--- config.mk ---
export PLATFORM = sky130hd
export DESIGN_NAME = stpcfg_core
export DESIGN_NICKNAME = d
export VERILOG_FILES = /design/src/rtl/stpcfg_pkg.sv /design/src/rtl/stpcfg_core.sv
export VERILOG_INCLUDE_DIRS = /design/src /design/src/rtl
export SDC_FILE = /design/constraint.sdc
export NUM_CORES = 1
export LEC_CHECK = 0
export BUFFER_PORTS_ARGS = -buffer_cell sky130_fd_sc_hd__clkbuf_2
export CELL_PAD_IN_SITES_DETAIL_PLACEMENT = 0
export CELL_PAD_IN_SITES_GLOBAL_PLACEMENT = 1
export CORE_UTILIZATION = 29
export CTS_BUF_LIST = sky130_fd_sc_hd__clkbuf_16
export CTS_CLUSTER_SIZE = 14
export DETAILED_ROUTE_END_ITERATION = 6
export PLACE_DENSITY_LB_ADDON = 0.1
export SETUP_SLACK_MARGIN = 0.1
export SYNTH_ARGS = -nofsm -noshare
export SYNTH_HDL_FRONTEND = slang
export SYNTH_SLANG_ARGS = --single-unit
export TNS_END_PERCENT = 10
--- constraint.sdc ---
create_clock -name CLK -period 6.08 [get_ports CLK]
set_input_delay 1.216 -clock CLK [delete_from_list [all_inputs] [get_ports CLK]]
set_output_delay 1.216 -clock CLK [all_outputs]
set_load 0.1 [all_outputs]
--- src/rtl/stpcfg_regs.svh ---
// register offsets, field positions and decode constants of the stepper config/status bank
`ifndef STPCFG_REGS_SVH
`define STPCFG_REGS_SVH
`define STPCFG_OFS_MODE_CUR 8'h01
`define STPCFG_OFS_DRIVE 8'h02
`define STPCFG_OFS_HEALTH 8'h04
`define STPCFG_OFS_OVC_X 8'h05
`define STPCFG_OFS_OVC_Y 8'h06
`define STPCFG_OFS_POSITION 8'h07
`define STPCFG_CTL_RESET 8'h00
`define STPCFG_STAT_RESET 8'h00
`define STPCFG_CUR_LSB 0
`define STPCFG_CUR_MSB 4
`define STPCFG_SM_LSB 5
`define STPCFG_SM_MSB 7
`define STPCFG_SLOPE_LSB 0
`define STPCFG_SLOPE_MSB 1
`define STPCFG_POL_BIT 6
`define STPCFG_PAR_BIT 7
`define STPCFG_SLOPE_C0 8'h96
`define STPCFG_SLOPE_C1 8'h64
`define STPCFG_SLOPE_C2 8'h32
`define STPCFG_SLOPE_C3 8'h19
`define STPCFG_PEAK_MIN 10'h00F
`define STPCFG_PEAK_MAX 10'h320
`endif
--- src/rtl/stpcfg_pkg.sv ---
// types shared by the stepper config/status bank
package stpcfg_pkg;
  typedef enum logic [2:0] {
    STPCFG_RES_32 = 3'h0,
    STPCFG_RES_16 = 3'h1,
    STPCFG_RES_8 = 3'h2,
    STPCFG_RES_4 = 3'h3,
    STPCFG_HALF_UNCOMP = 3'h4,
    STPCFG_HALF_COMP = 3'h5,
    STPCFG_FULL = 3'h6,
    STPCFG_RESERVED = 3'h7
  } stpcfg_mode_t;
  typedef struct packed {
    logic wr;
    logic rd;
    logic [7:0] addr;
    logic [7:0] wdata;
  } stpcfg_req_t;
  typedef struct packed {
    logic pos_top;
    logic pos_bottom;
    logic neg_top;
    logic neg_bottom;
  } stpcfg_ovc_t;
  typedef struct packed {
    logic thermal_warning;
    logic charge_pump_fail;
    logic open_coil_x;
    logic open_coil_y;
    logic thermal_shutdown;
    stpcfg_ovc_t ovc_x;
    stpcfg_ovc_t ovc_y;
  } stpcfg_fault_t;
endpackage : stpcfg_pkg

--- src/rtl/stpcfg_core.sv ---
// stepper driver configuration decode and status register bank
`timescale 1ns/10ps
`default_nettype none
`include "stpcfg_regs.svh"

// Function
// polarity bit 0 rising, 1 falling step
// current code maps monotonic 15 to 800 mA
// slope code gives 150/100/50/25 V/us
// step code decode; code 7 reserved
// four read-only status registers, reset zero
// parity bit in status bit 7
// 04h live health flags
// 05h latched X bridge over-current flags
// 06h latched Y over-current plus shutdown
// 07h live translator position
// control registers read/write, reset zero
// parity is even over seven bits
// latch holds until read and clear
module stpcfg_core
  import stpcfg_pkg::*;
(
  // clock and reset
  input wire logic CLK,
  input wire logic RESET,
  // register access from the serial engine
  input wire stpcfg_req_t REG_REQ,
  output logic [7:0] RD_DATA,
  output logic RD_VALID,
  // live conditions from the power stage and translator
  input wire stpcfg_fault_t FAULT_IN,
  input wire logic [6:0] TRANSLATOR_POSITION,
  input wire logic STEP_PULSE_INPUT,
  // step advance pulse and decoded settings
  output logic STEP_ADVANCE,
  output logic STEP_POLARITY,
  output logic [4:0] COIL_CURRENT_CODE,
  output logic [9:0] PEAK_COIL_CURRENT,
  output logic [1:0] SLOPE_CODE,
  output logic [7:0] SLOPE_VUS,
  output stpcfg_mode_t STEP_RESOLUTION,
  output logic STEP_CODE_RESERVED
);

  localparam logic [9:0] PEAK_TABLE [32] = '{
    `STPCFG_PEAK_MIN, 10'h01E, 10'h02D, 10'h032, 10'h037, 10'h03D, 10'h043, 10'h04A,
    10'h052, 10'h05B, 10'h064, 10'h06E, 10'h07A, 10'h087, 10'h095, 10'h0A4,
    10'h0B5, 10'h0C8, 10'h0DD, 10'h0F4, 10'h10D, 10'h129, 10'h148, 10'h16A,
    10'h190, 10'h1B9, 10'h1E7, 10'h21A, 10'h252, 10'h290, 10'h2D4, `STPCFG_PEAK_MAX
  };

  logic [7:0] ctl_mode_cur;
  logic [7:0] ctl_drive;
  logic [6:0] health;
  stpcfg_ovc_t ovc_x;
  stpcfg_ovc_t ovc_y;
  logic thermal_shutdown_flag;
  logic [6:0] position;
  logic step_prev;
  logic [7:0] next_rd;
  logic [6:0] low_x;
  logic [6:0] low_y;
  logic rd_x;
  logic rd_y;

  assign low_x = {ovc_x, 3'h0};
  assign low_y = {ovc_y, thermal_shutdown_flag, 2'h0};
  assign rd_x = REG_REQ.rd && (REG_REQ.addr == `STPCFG_OFS_OVC_X);
  assign rd_y = REG_REQ.rd && (REG_REQ.addr == `STPCFG_OFS_OVC_Y);

  // control registers
  always_ff @(posedge CLK or posedge RESET) begin
    if (RESET) begin
      ctl_mode_cur <= `STPCFG_CTL_RESET;
      ctl_drive <= `STPCFG_CTL_RESET;
    end else if (REG_REQ.wr) begin
      if (REG_REQ.addr == `STPCFG_OFS_MODE_CUR) begin
        ctl_mode_cur <= REG_REQ.wdata;
      end
      if (REG_REQ.addr == `STPCFG_OFS_DRIVE) begin
        ctl_drive <= REG_REQ.wdata;
      end
    end
  end

  assign STEP_POLARITY = ctl_drive[`STPCFG_POL_BIT];
  assign COIL_CURRENT_CODE = ctl_mode_cur[`STPCFG_CUR_MSB:`STPCFG_CUR_LSB];
  assign SLOPE_CODE = ctl_drive[`STPCFG_SLOPE_MSB:`STPCFG_SLOPE_LSB];

  // decoded settings, registered one cycle behind the control bits
  always_ff @(posedge CLK or posedge RESET) begin
    if (RESET) begin
      PEAK_COIL_CURRENT <= `STPCFG_PEAK_MIN;
      SLOPE_VUS <= `STPCFG_SLOPE_C0;
      STEP_RESOLUTION <= STPCFG_RES_32;
      STEP_CODE_RESERVED <= 1'b0;
    end else begin
      PEAK_COIL_CURRENT <= PEAK_TABLE[COIL_CURRENT_CODE];
      unique case (SLOPE_CODE)
        2'h0: SLOPE_VUS <= `STPCFG_SLOPE_C0;
        2'h1: SLOPE_VUS <= `STPCFG_SLOPE_C1;
        2'h2: SLOPE_VUS <= `STPCFG_SLOPE_C2;
        2'h3: SLOPE_VUS <= `STPCFG_SLOPE_C3;
      endcase
      // code 7 is flagged and still driven onto STEP_RESOLUTION as STPCFG_RESERVED
      STEP_RESOLUTION <= stpcfg_mode_t'(ctl_mode_cur[`STPCFG_SM_MSB:`STPCFG_SM_LSB]);
      STEP_CODE_RESERVED <= (ctl_mode_cur[`STPCFG_SM_MSB:`STPCFG_SM_LSB] == 3'h7);
    end
  end

  // step edge detect; input already synchronous to CLK
  always_ff @(posedge CLK or posedge RESET) begin
    if (RESET) begin
      step_prev <= 1'b0;
      STEP_ADVANCE <= 1'b0;
    end else begin
      step_prev <= STEP_PULSE_INPUT;
      STEP_ADVANCE <= STEP_POLARITY ? (step_prev && !STEP_PULSE_INPUT)
                                    : (!step_prev && STEP_PULSE_INPUT);
    end
  end

  // live status, sampled every cycle
  always_ff @(posedge CLK or posedge RESET) begin
    if (RESET) begin
      health <= 7'h00;
      position <= 7'h00;
    end else begin
      health <= {FAULT_IN.thermal_warning, FAULT_IN.charge_pump_fail, 1'b0,
                 FAULT_IN.open_coil_x, FAULT_IN.open_coil_y, 2'h0};
      position <= TRANSLATOR_POSITION;
    end
  end

  // sticky faults; a condition present at the read keeps the flag set
  always_ff @(posedge CLK or posedge RESET) begin
    if (RESET) begin
      ovc_x <= '0;
      ovc_y <= '0;
      thermal_shutdown_flag <= 1'b0;
    end else begin
      ovc_x <= FAULT_IN.ovc_x | (ovc_x & {4{!rd_x}});
      ovc_y <= FAULT_IN.ovc_y | (ovc_y & {4{!rd_y}});
      thermal_shutdown_flag <= FAULT_IN.thermal_shutdown | (thermal_shutdown_flag && !rd_y);
    end
  end

  // read mux; unmapped and write-only-in-scope offsets read zero
  always_comb begin
    next_rd = 8'h00;
    unique case (REG_REQ.addr)
      `STPCFG_OFS_MODE_CUR: next_rd = ctl_mode_cur;
      `STPCFG_OFS_DRIVE: next_rd = ctl_drive;
      `STPCFG_OFS_HEALTH: next_rd = {^health, health};
      `STPCFG_OFS_OVC_X: next_rd = {^low_x, low_x};
      `STPCFG_OFS_OVC_Y: next_rd = {^low_y, low_y};
      `STPCFG_OFS_POSITION: next_rd = {^position, position};
      default: next_rd = 8'h00;
    endcase
  end

  always_ff @(posedge CLK or posedge RESET) begin
    if (RESET) begin
      RD_DATA <= `STPCFG_STAT_RESET;
      RD_VALID <= 1'b0;
    end else begin
      RD_VALID <= REG_REQ.rd;
      // data holds between reads so a slow shifter can sample late
      if (REG_REQ.rd) begin
        RD_DATA <= next_rd;
      end
    end
  end
endmodule : stpcfg_core
`default_nettype wire

### Word level (Yosys, flattened, before mapping)

Memory sizes are Yosys's and may differ from the RTL's. A register that Yosys moved wholly into a read port is not among the register bits.
Cells that the tools add are included.

| word-level totals | value |
|---|---|
| flip-flop bits (word level) | 59 |
| bits in latches | 0 |
| RAM bits | 0 |
| memory bits (read-only) | 320 |
| bits of input ports | 41 |
| output and inout port bits | 40 |
| memories kept | 1 |

Memories:

| memory | words | bits a word | rd ports | clocked after Yosys merged registers in | write ports | line | source |
|---|---|---|---|---|---|---|---|
| (name not given) | 32 | 10 | 1 | 1 | 0 | stpcfg_core.sv:98 | `PEAK_COIL_CURRENT <= PEAK_TABLE[COIL_CURRENT_CODE];` |

| operators by class | value |
|---|---|
| $add $sub $neg | 0 |
| $mul | 0 |
| divide/modulo/power cells | 0 |
| magnitude comparators | 0 |
| equality and inequality tests | 10 |
| shift-type cells | 0 |
| mux-type cells | 3 |
| bitwise logic cells | 6 |
| reductions and logical operators | 16 |

Operator list:

| operator | number |
|---|---|
| 8-bit one-hot mux with 6 select lines | 1 |
| 8-bit by 3-bit == test with 1-bit output (second input constant) | 4 |
| 8-bit one-hot mux with 4 select lines | 1 |
| 7-bit XOR reduction | 4 |
| 4-bit AND | 2 |
| 8-bit by 1-bit == test with 1-bit output (second input constant) | 1 |
| 8-bit by 2-bit == test with 1-bit output (second input constant) | 1 |
| 4-bit OR | 2 |
| 5-bit inverter with 6-bit output | 1 |
| 1-bit logical AND | 5 |
| 2-bit == test (second input constant) | 2 |
| 1-bit logical NOT | 4 |
| 2-bit AND reduction | 2 |
| 3-bit == test (second input constant) | 1 |
| 2-bit by 1-bit == test with 1-bit output (second input constant) | 1 |
| 2-bit logical NOT | 1 |
| 1-bit two-way mux | 1 |
| 1-bit OR | 1 |

### Longest topological paths before layout

Gate-level depths: netlist of run 1.

| depth | value |
|---|---|
| depth in word-level cells | 5 |
| gate-level depth with buffers | 7 |

### Least setup slack after synthesis of run 1

Ideal clock, no wire load.

| timing | value |
|---|---|
| path type | reg-to-output |
| start | reg SLOPE_VUS[3] |
| end | out SLOPE_VUS[3] |
| arrival | 1.324 ns |
| slack | 3.540 ns |
| stages on the path, launching flop included | 2 |
| buffers on the path | 1 |
| cells stage by stage | dfrtp_1 buf_4 |

RTL lines:

| item | line | source |
|---|---|---|
| start: declaration | stpcfg_core.sv:40 | `output logic [7:0] SLOPE_VUS,` |
| start signal: assignment | stpcfg_core.sv:94 | `` SLOPE_VUS <= `STPCFG_SLOPE_C0; `` |
| start signal: assignment | stpcfg_core.sv:100 | `` 2'h0: SLOPE_VUS <= `STPCFG_SLOPE_C0; `` |
| start signal: assignment | stpcfg_core.sv:101 | `` 2'h1: SLOPE_VUS <= `STPCFG_SLOPE_C1; `` |

No word-level cell between the ends.

### Worst setup path after layout of run 1

| timing | value |
|---|---|
| start | reg ctl_mode_cur[2] |
| end | out COIL_CURRENT_CODE[2] |

RTL lines:

| item | line | source |
|---|---|---|
| start: declaration | stpcfg_core.sv:52 | `logic [7:0] ctl_mode_cur;` |
| start signal: assignment | stpcfg_core.sv:74 | `` ctl_mode_cur <= `STPCFG_CTL_RESET; `` |
| start signal: assignment | stpcfg_core.sv:78 | `ctl_mode_cur <= REG_REQ.wdata;` |
| end: declaration | stpcfg_core.sv:37 | `output logic [4:0] COIL_CURRENT_CODE,` |

No word-level cell between the ends.

==> results.sh, run 1 <==
export IMPL_fillers=1138
export IMPL_slowest_delay_ns=0.93
export IMPL_cts_hold_buf=0
export IMPL_worst_slew_pin_slew_ns=0.911
export IMPL_reg2reg_slack_ns=3.87
export IMPL_synth_fp_nets=344
export IMPL_dp_hpwl_mm=5.62
export IMPL_grtUsageTotal_pct=14.6
export IMPL_finalCriticalPeriod_ns=3.08
export IMPL_syn_area_per_cell_um2=11.5
export IMPL_clockBufferDepth=2
export IMPL_n_antenna_cell=0
export IMPL_final_util_pct=36.5
export IMPL_synth_edff_count=0
export IMPL_cts_max_level=3
export IMPL_path_clk_slew_ns=0.05
export IMPL_critPathMaxFanout=30
export IMPL_p_per_area_nw_per_um2=320
export IMPL_worst_setup_path_end_kind="output port"
export IMPL_synth_area_leaders="dfrtp_1, dfstp_2, ha_1, mux2_2, mux4_2"
export IMPL_yosysUniqueCellTypes=48
export IMPL_die_h_um=109
export IMPL_yosysSeqAreaShare_pct=51.4
export IMPL_clkLatencyLatePin_ns=0.33
export IMPL_synth_top_cell_by_area="dfrtp_1"
export IMPL_grt_max_degree=69
export IMPL_critical_path_depth=1
export IMPL_slew_viol_final=0
export IMPL_fin_setup_tns_ns=0
export IMPL_area_delta_synth_final_pct=20.9
export IMPL_netlist_instances=289
export IMPL_post_route_period_util_pct=50.6
export IMPL_r2r_start="ctl_mode_cur[1]$_DFFE_PP0P_"
export IMPL_ys_flop_type="dfrtp_1"
export IMPL_pin_count=81
export IMPL_critPathLaunchType="flop"
export IMPL_root_buffer="clkbuf_16"
export IMPL_rows=38
export IMPL_initialDrtViolationCount=139
export IMPL_cts_tree="yes"
export IMPL_critPathRequiredTime_ns=4.86
export IMPL_yosysWarnings=0
export IMPL_final_cell_area_um2=4030
export IMPL_synth_seq_cells=68
export IMPL_setup_violations_final=0
export IMPL_netlist_area_leader_share_pct=45.0
export IMPL_cap_violations=0
export IMPL_place_congestion=0.724
export IMPL_worstPathCellList="clkbuf_2"
export IMPL_start_util_pct=30.2
export IMPL_skew_ns=0.00506
export IMPL_synth_cell_area_um2=3330
export IMPL_reg2reg_to="PEAK_COIL_CURRENT[5]$_DFF_PP0_"
export IMPL_drc_errors=0
export IMPL_cts_post_setup_buffers_inserted=0
export IMPL_numCtsBuffers=9
export IMPL_grt_overflow=0
export IMPL_path_delay_family="flip-flops"
export IMPL_placed_area_um2=3770
export IMPL_rsz0062_at_grt="false"
export IMPL_status="completed"
export IMPL_grt_pass1_vias=2424
export IMPL_detail_route_antenna_nets=0
export IMPL_crit_slowest_cell="dfrtp_1"
export IMPL_critPathCapture="COIL_CURRENT_CODE[2]"
export IMPL_rr_worst_depth=5
export IMPL_worst_path_buf_inv=1
export IMPL_slew_headroom_pct=39.2
export IMPL_core_area_um2=11000
export IMPL_drt_total_wl_mm=8.02
export IMPL_first_pass_iters=4
export IMPL_antenna_found_initial=0
export IMPL_nNetsFinal=412
export IMPL_cp_startpoint="ctl_mode_cur[2]$_DFFE_PP0P_"
export IMPL_clkSinkCount=68
export IMPL_fp_dieArea_um2=11900
export IMPL_async_flop_share_pct=100
export IMPL_hp_class="reg -> reg"
export IMPL_critPathKind="reg -> out"
export IMPL_peakVddDrop_uv=122
export IMPL_max_freq_ghz=0.325
export IMPL_fp_dieW_um=109
export IMPL_cellLeakagePower_uw=0.00193
export IMPL_seqCellArea_um2=1710
export IMPL_wire_per_inst_um=16.0
export IMPL_num_vias=2367
export IMPL_hold_viol=0
export IMPL_via_per_inst=4.72
export IMPL_grt_pass1_wl_mm=12.8
export IMPL_drive_gt1_share_pct=36.0
export IMPL_cts_resized=0
export IMPL_port_buffers=80
export IMPL_crit_arrival_ns=1.86
export IMPL_multi_input_area_um2=1410
==> cells in the mapped netlist (all sizes together) (2+ instances only) <==
master and count:
a22oi 7, a21o 9, xnor3 3, nand4 2, dfrtp 60, a21boi 2
a211oi 2, o31ai 2, and3 3, o22ai 9, dfstp 8, o21ai 20
nand2 23, or2 3, mux4 5, mux2 12, nor3 3, ha 14
nand3 2, mux2i 5, nand3b 2, a31oi 2, xnor2 9, buf 21
clkbuf 3, inv 18, nor2 12, o211ai 2, nor2b 2, o221ai 2
a21oi 13
==> flip-flops by register name (all words and copies together), names as in the netlist, 4 cells and up <==
name / flops
low_x: 4
ctl_mode_cur: 8
health: 4
PEAK_COIL_CURRENT: 10
position: 7
SLOPE_VUS: 7
low_y: 4
RD_DATA: 8
ctl_drive: 8
==> layout make-up <==
type / count / area share [%]
multi-input cells: 179 / 35.0
flip-flops and latches: 68 / 42.5
clock buffers: 9 / 5.59
repair buffers: 81 / 10.1
well taps: 140 / 4.35
clock inverters: 6 / 0.838
inverters: 18 / 1.68
==> how the worst min path moves through the flow <==
stage | startpoint | endpoint | cells after the start
floorplan | ctl_mode_cur[6]$_DFFE_PP0P_ | STEP_RESOLUTION[1]$_DFF_PP0_ | 0
global placement | ctl_mode_cur[6]$_DFFE_PP0P_ | STEP_RESOLUTION[1]$_DFF_PP0_ | 0
detailed placement | ctl_mode_cur[6]$_DFFE_PP0P_ | STEP_RESOLUTION[1]$_DFF_PP0_ | 0
CTS | ctl_mode_cur[6]$_DFFE_PP0P_ | STEP_RESOLUTION[1]$_DFF_PP0_ | 0
global route | ctl_mode_cur[6]$_DFFE_PP0P_ | STEP_RESOLUTION[1]$_DFF_PP0_ | 0
finish | ctl_mode_cur[6]$_DFFE_PP0P_ | STEP_RESOLUTION[1]$_DFF_PP0_ | 0
==> cell usage in the layout (no fill, tap or decap), types with 3 or more instances in the layout <==
cell | netlist | final
a21o_1 | 9 | 9
a21oi_1 | 13 | 13
a22oi_1 | 7 | 7
clkbuf_16 | 0 | 9
clkbuf_2 | 0 | 80
clkinv_2 | 0 | 3
dfrtp_1 | 60 | 60
dfstp_2 | 8 | 8
ha_1 | 14 | 14
inv_1 | 18 | 18
mux2_2 | 10 | 10
mux2i_1 | 5 | 5
mux4_2 | 5 | 5
nand2_1 | 23 | 23
nor2_1 | 12 | 12
o21ai_0 | 20 | 20
o22ai_1 | 9 | 9
or2_2 | 3 | 3
xnor2_1 | 9 | 9
xnor3_1 | 3 | 3
==> power breakdown <==
part	internal [uW]	switching [uW]
clock network	269	190
registers	486	28.7
logic	70.3	244
==> per-layer routing <==
metal | part of all wire (%) | GRT usage [%] | vias up
li1 | - | - | 1144
met1 | 49 | 19.9 | 1156
met2 | 45 | 22.5 | 58
met3 | 4.9 | 3.71 | 9
met4 | 0.98 | 4.86 | 0
met5 | 0 | 0 | -
==> per-stage QoR <==
| stage | std cells | worst slack [ns] | power [uW] | hold WS, ns |
|---|---|---|---|---|
| after floorplan | 289 | 3.17 | 782 | 0.384 |
| after global placement | 486 | 3.03 | 841 | 0.425 |
| after detailed placement | 486 | 3.01 | 841 | 0.427 |
| after CTS | 501 | 2.99 | 1310 | 0.439 |
| after global routing | 501 | 2.90 | 1350 | 0.461 |
| final | 501 | 3.00 | 1290 | 0.438 |
==> logic make-up (layout without fill, tap and decap cells) <==
group	Yosys count	after routing	synth area share, %
AO/OA/AOI/OAI	74	74	14.5
flip-flops	68	68	51.4
AND/OR/NAND/NOR	56	56	8.75
buffers and inverters	42	114	6.38
multiplexers	22	22	9.16
adder cells (fa/ha/maj)	14	14	5.26
XOR/XNOR	13	13	4.65
Power figures use the tool's default switching activity.
==> inputs of run 2 (changes only) <==
clock period = 2.5 ns   (was 6.08 ns; I/O delays follow)
==> results.sh, run 2 (synthesis results as in run 1) <==
export IMPL_critical_path_depth=1
export IMPL_grt_use_met1_pct=21.9
export IMPL_p_per_area_nw_per_um2=811
export IMPL_status="completed"
export IMPL_n_antenna_cell=0
export IMPL_clkSinkCount=68
export IMPL_use_met2_pct=23.6
export IMPL_post_route_period_util_pct=78.5
export IMPL_rsz0062_at_grt="false"
export IMPL_rows=38
export IMPL_grt_overflow=0
export IMPL_numCtsBuffers=9
export IMPL_critPathLaunchType="flop"
export IMPL_cts_resized=0
export IMPL_critPathMaxFanout=13
export IMPL_crit_arrival_ns=1.46
export IMPL_cts_hold_buf=0
export IMPL_antenna_found_initial=0
export IMPL_seqCellArea_um2=1710
export IMPL_layout_commonest_cell="clkbuf_2"
export IMPL_nNetsFinal=423
export IMPL_clockBufferDepth=2
export IMPL_num_vias=2385
export IMPL_dp_cells=497
export IMPL_drc_errors=0
export IMPL_crit_slowest_cell="dfrtp_1"
export IMPL_grt_pass1_wl_mm=13.6
export IMPL_slowest_delay_ns=0.60
export IMPL_worstPathCellList="clkbuf_2"
export IMPL_cts_max_level=3
export IMPL_path_delay_family="flip-flops"
export IMPL_setup_violations_final=0
export IMPL_finalCriticalPeriod_ns=1.96
export IMPL_drt_total_wl_mm=8.33
export IMPL_clkLatencyLatePin_ns=0.33
export IMPL_worst_slew_pin_slew_ns=0.555
export IMPL_cts_tree="yes"
export IMPL_fp_dieArea_um2=11900
export IMPL_fin_setup_tns_ns=0
export IMPL_wire_per_inst_um=16.2
export IMPL_critPathKind="reg -> out"
export IMPL_cts_post_setup_buffers_inserted=0
export IMPL_final_util_pct=37.9
export IMPL_grt_max_degree=46
export IMPL_first_pass_iters=4
export IMPL_die_h_um=109
export IMPL_peakVddDrop_uv=320
export IMPL_slew_viol_final=0
export IMPL_r2r_start="ctl_mode_cur[2]$_DFFE_PP0P_"
export IMPL_root_buffer="clkbuf_16"
export IMPL_largest_reg_flops=10
export IMPL_fillers=1130
export IMPL_via_per_inst=4.65
export IMPL_instances_no_fill=513
export IMPL_skew_ns=0.00685
export IMPL_dp_hpwl_mm=6.03
export IMPL_area_delta_synth_final_pct=25.5
export IMPL_critPathRequiredTime_ns=2.00
export IMPL_worst_setup_path_end_kind="output port"
export IMPL_multi_input_area_um2=1410
export IMPL_use_met3_pct=3.23
export IMPL_grtUsageTotal_pct=15.5
export IMPL_regMostFlops="PEAK_COIL_CURRENT"
export IMPL_slew_headroom_pct=62.9
export IMPL_max_freq_ghz=0.509
export IMPL_top_usage_layer="met2"
export IMPL_place_congestion=0.727
export IMPL_cellLeakagePower_uw=0.00201
export IMPL_final_cell_mix="clkbuf_2, dfrtp_1, nand2_1, o21ai_0, inv_1"
export IMPL_cp_startpoint="ctl_mode_cur[2]$_DFFE_PP0P_"
export IMPL_path_clk_slew_ns=0.06
export IMPL_hp_class="in -> async"
export IMPL_hold_viol=0
export IMPL_initialDrtViolationCount=103
export IMPL_detail_route_antenna_nets=0
export IMPL_pin_count=81
export IMPL_rr_worst_depth=4
export IMPL_cap_violations=0
export IMPL_worst_path_buf_inv=1
export IMPL_core_area_um2=11000
export IMPL_drive_gt1_share_pct=37.8
export IMPL_fp_dieW_um=109
export IMPL_start_util_pct=30.2
export IMPL_grt_pass1_vias=2446
export IMPL_port_buffers=80
## run 2: worst paths after layout
check / slack [ns] / endpoint
worst max-delay path: 0.54 / COIL_CURRENT_CODE[2]
worst min-delay path: 0.21 / SLOPE_VUS[5]$_DFF_PP0_
worst max register to register: 0.86 / PEAK_COIL_CURRENT[2]$_DFF_PP1_
worst min register to register: 0.44 / STEP_RESOLUTION[1]$_DFF_PP0_
max in group asynchronous: 1.63 / SLOPE_VUS[4]$_DFF_PP1_
min in group CLK: 0.27 / position[0]$_DFF_PP0_
## run 2: through the flow
step / instance area, um^2 / hold WS (ns) / setup WS [ns] / power, uW
2_1_floorplan: 3330 / 0.384 / 0.302 / 1900
4_1_cts: 4180 / 0.229 / 0.525 / 3430
3_3_place_gp: 3870 / 0.420 / 0.430 / 2060
6_report: 4180 / 0.207 / 0.537 / 3390
5_1_grt: 4180 / 0.251 / 0.464 / 3540
3_5_place_dp: 3870 / 0.420 / 0.452 / 2070
## run 2: area by class of cell
type                    count  share of cell area [%]
clock buffers               9                    5.38
clock inverters             7                    2.18
inverters                  18                    1.62
multi-input cells         179                    33.7
flip-flops and latches     68                    40.9
well taps                 140                    4.19
repair buffers             92                    12.0
## run 2: per-layer routing
metal	wire length (um)	share of wire (%)
met2	3770	45
met5	0	0
met4	96	1.2
met1	4070	49
met3	391	4.7
## run 2: where the power goes
group          leakage [uW]  total [uW]  internal, uW  switching, uW
combinational       0.00106         816           187            629
sequential         0.000798        1220          1180           40.5
clock              0.000147        1350           868            484
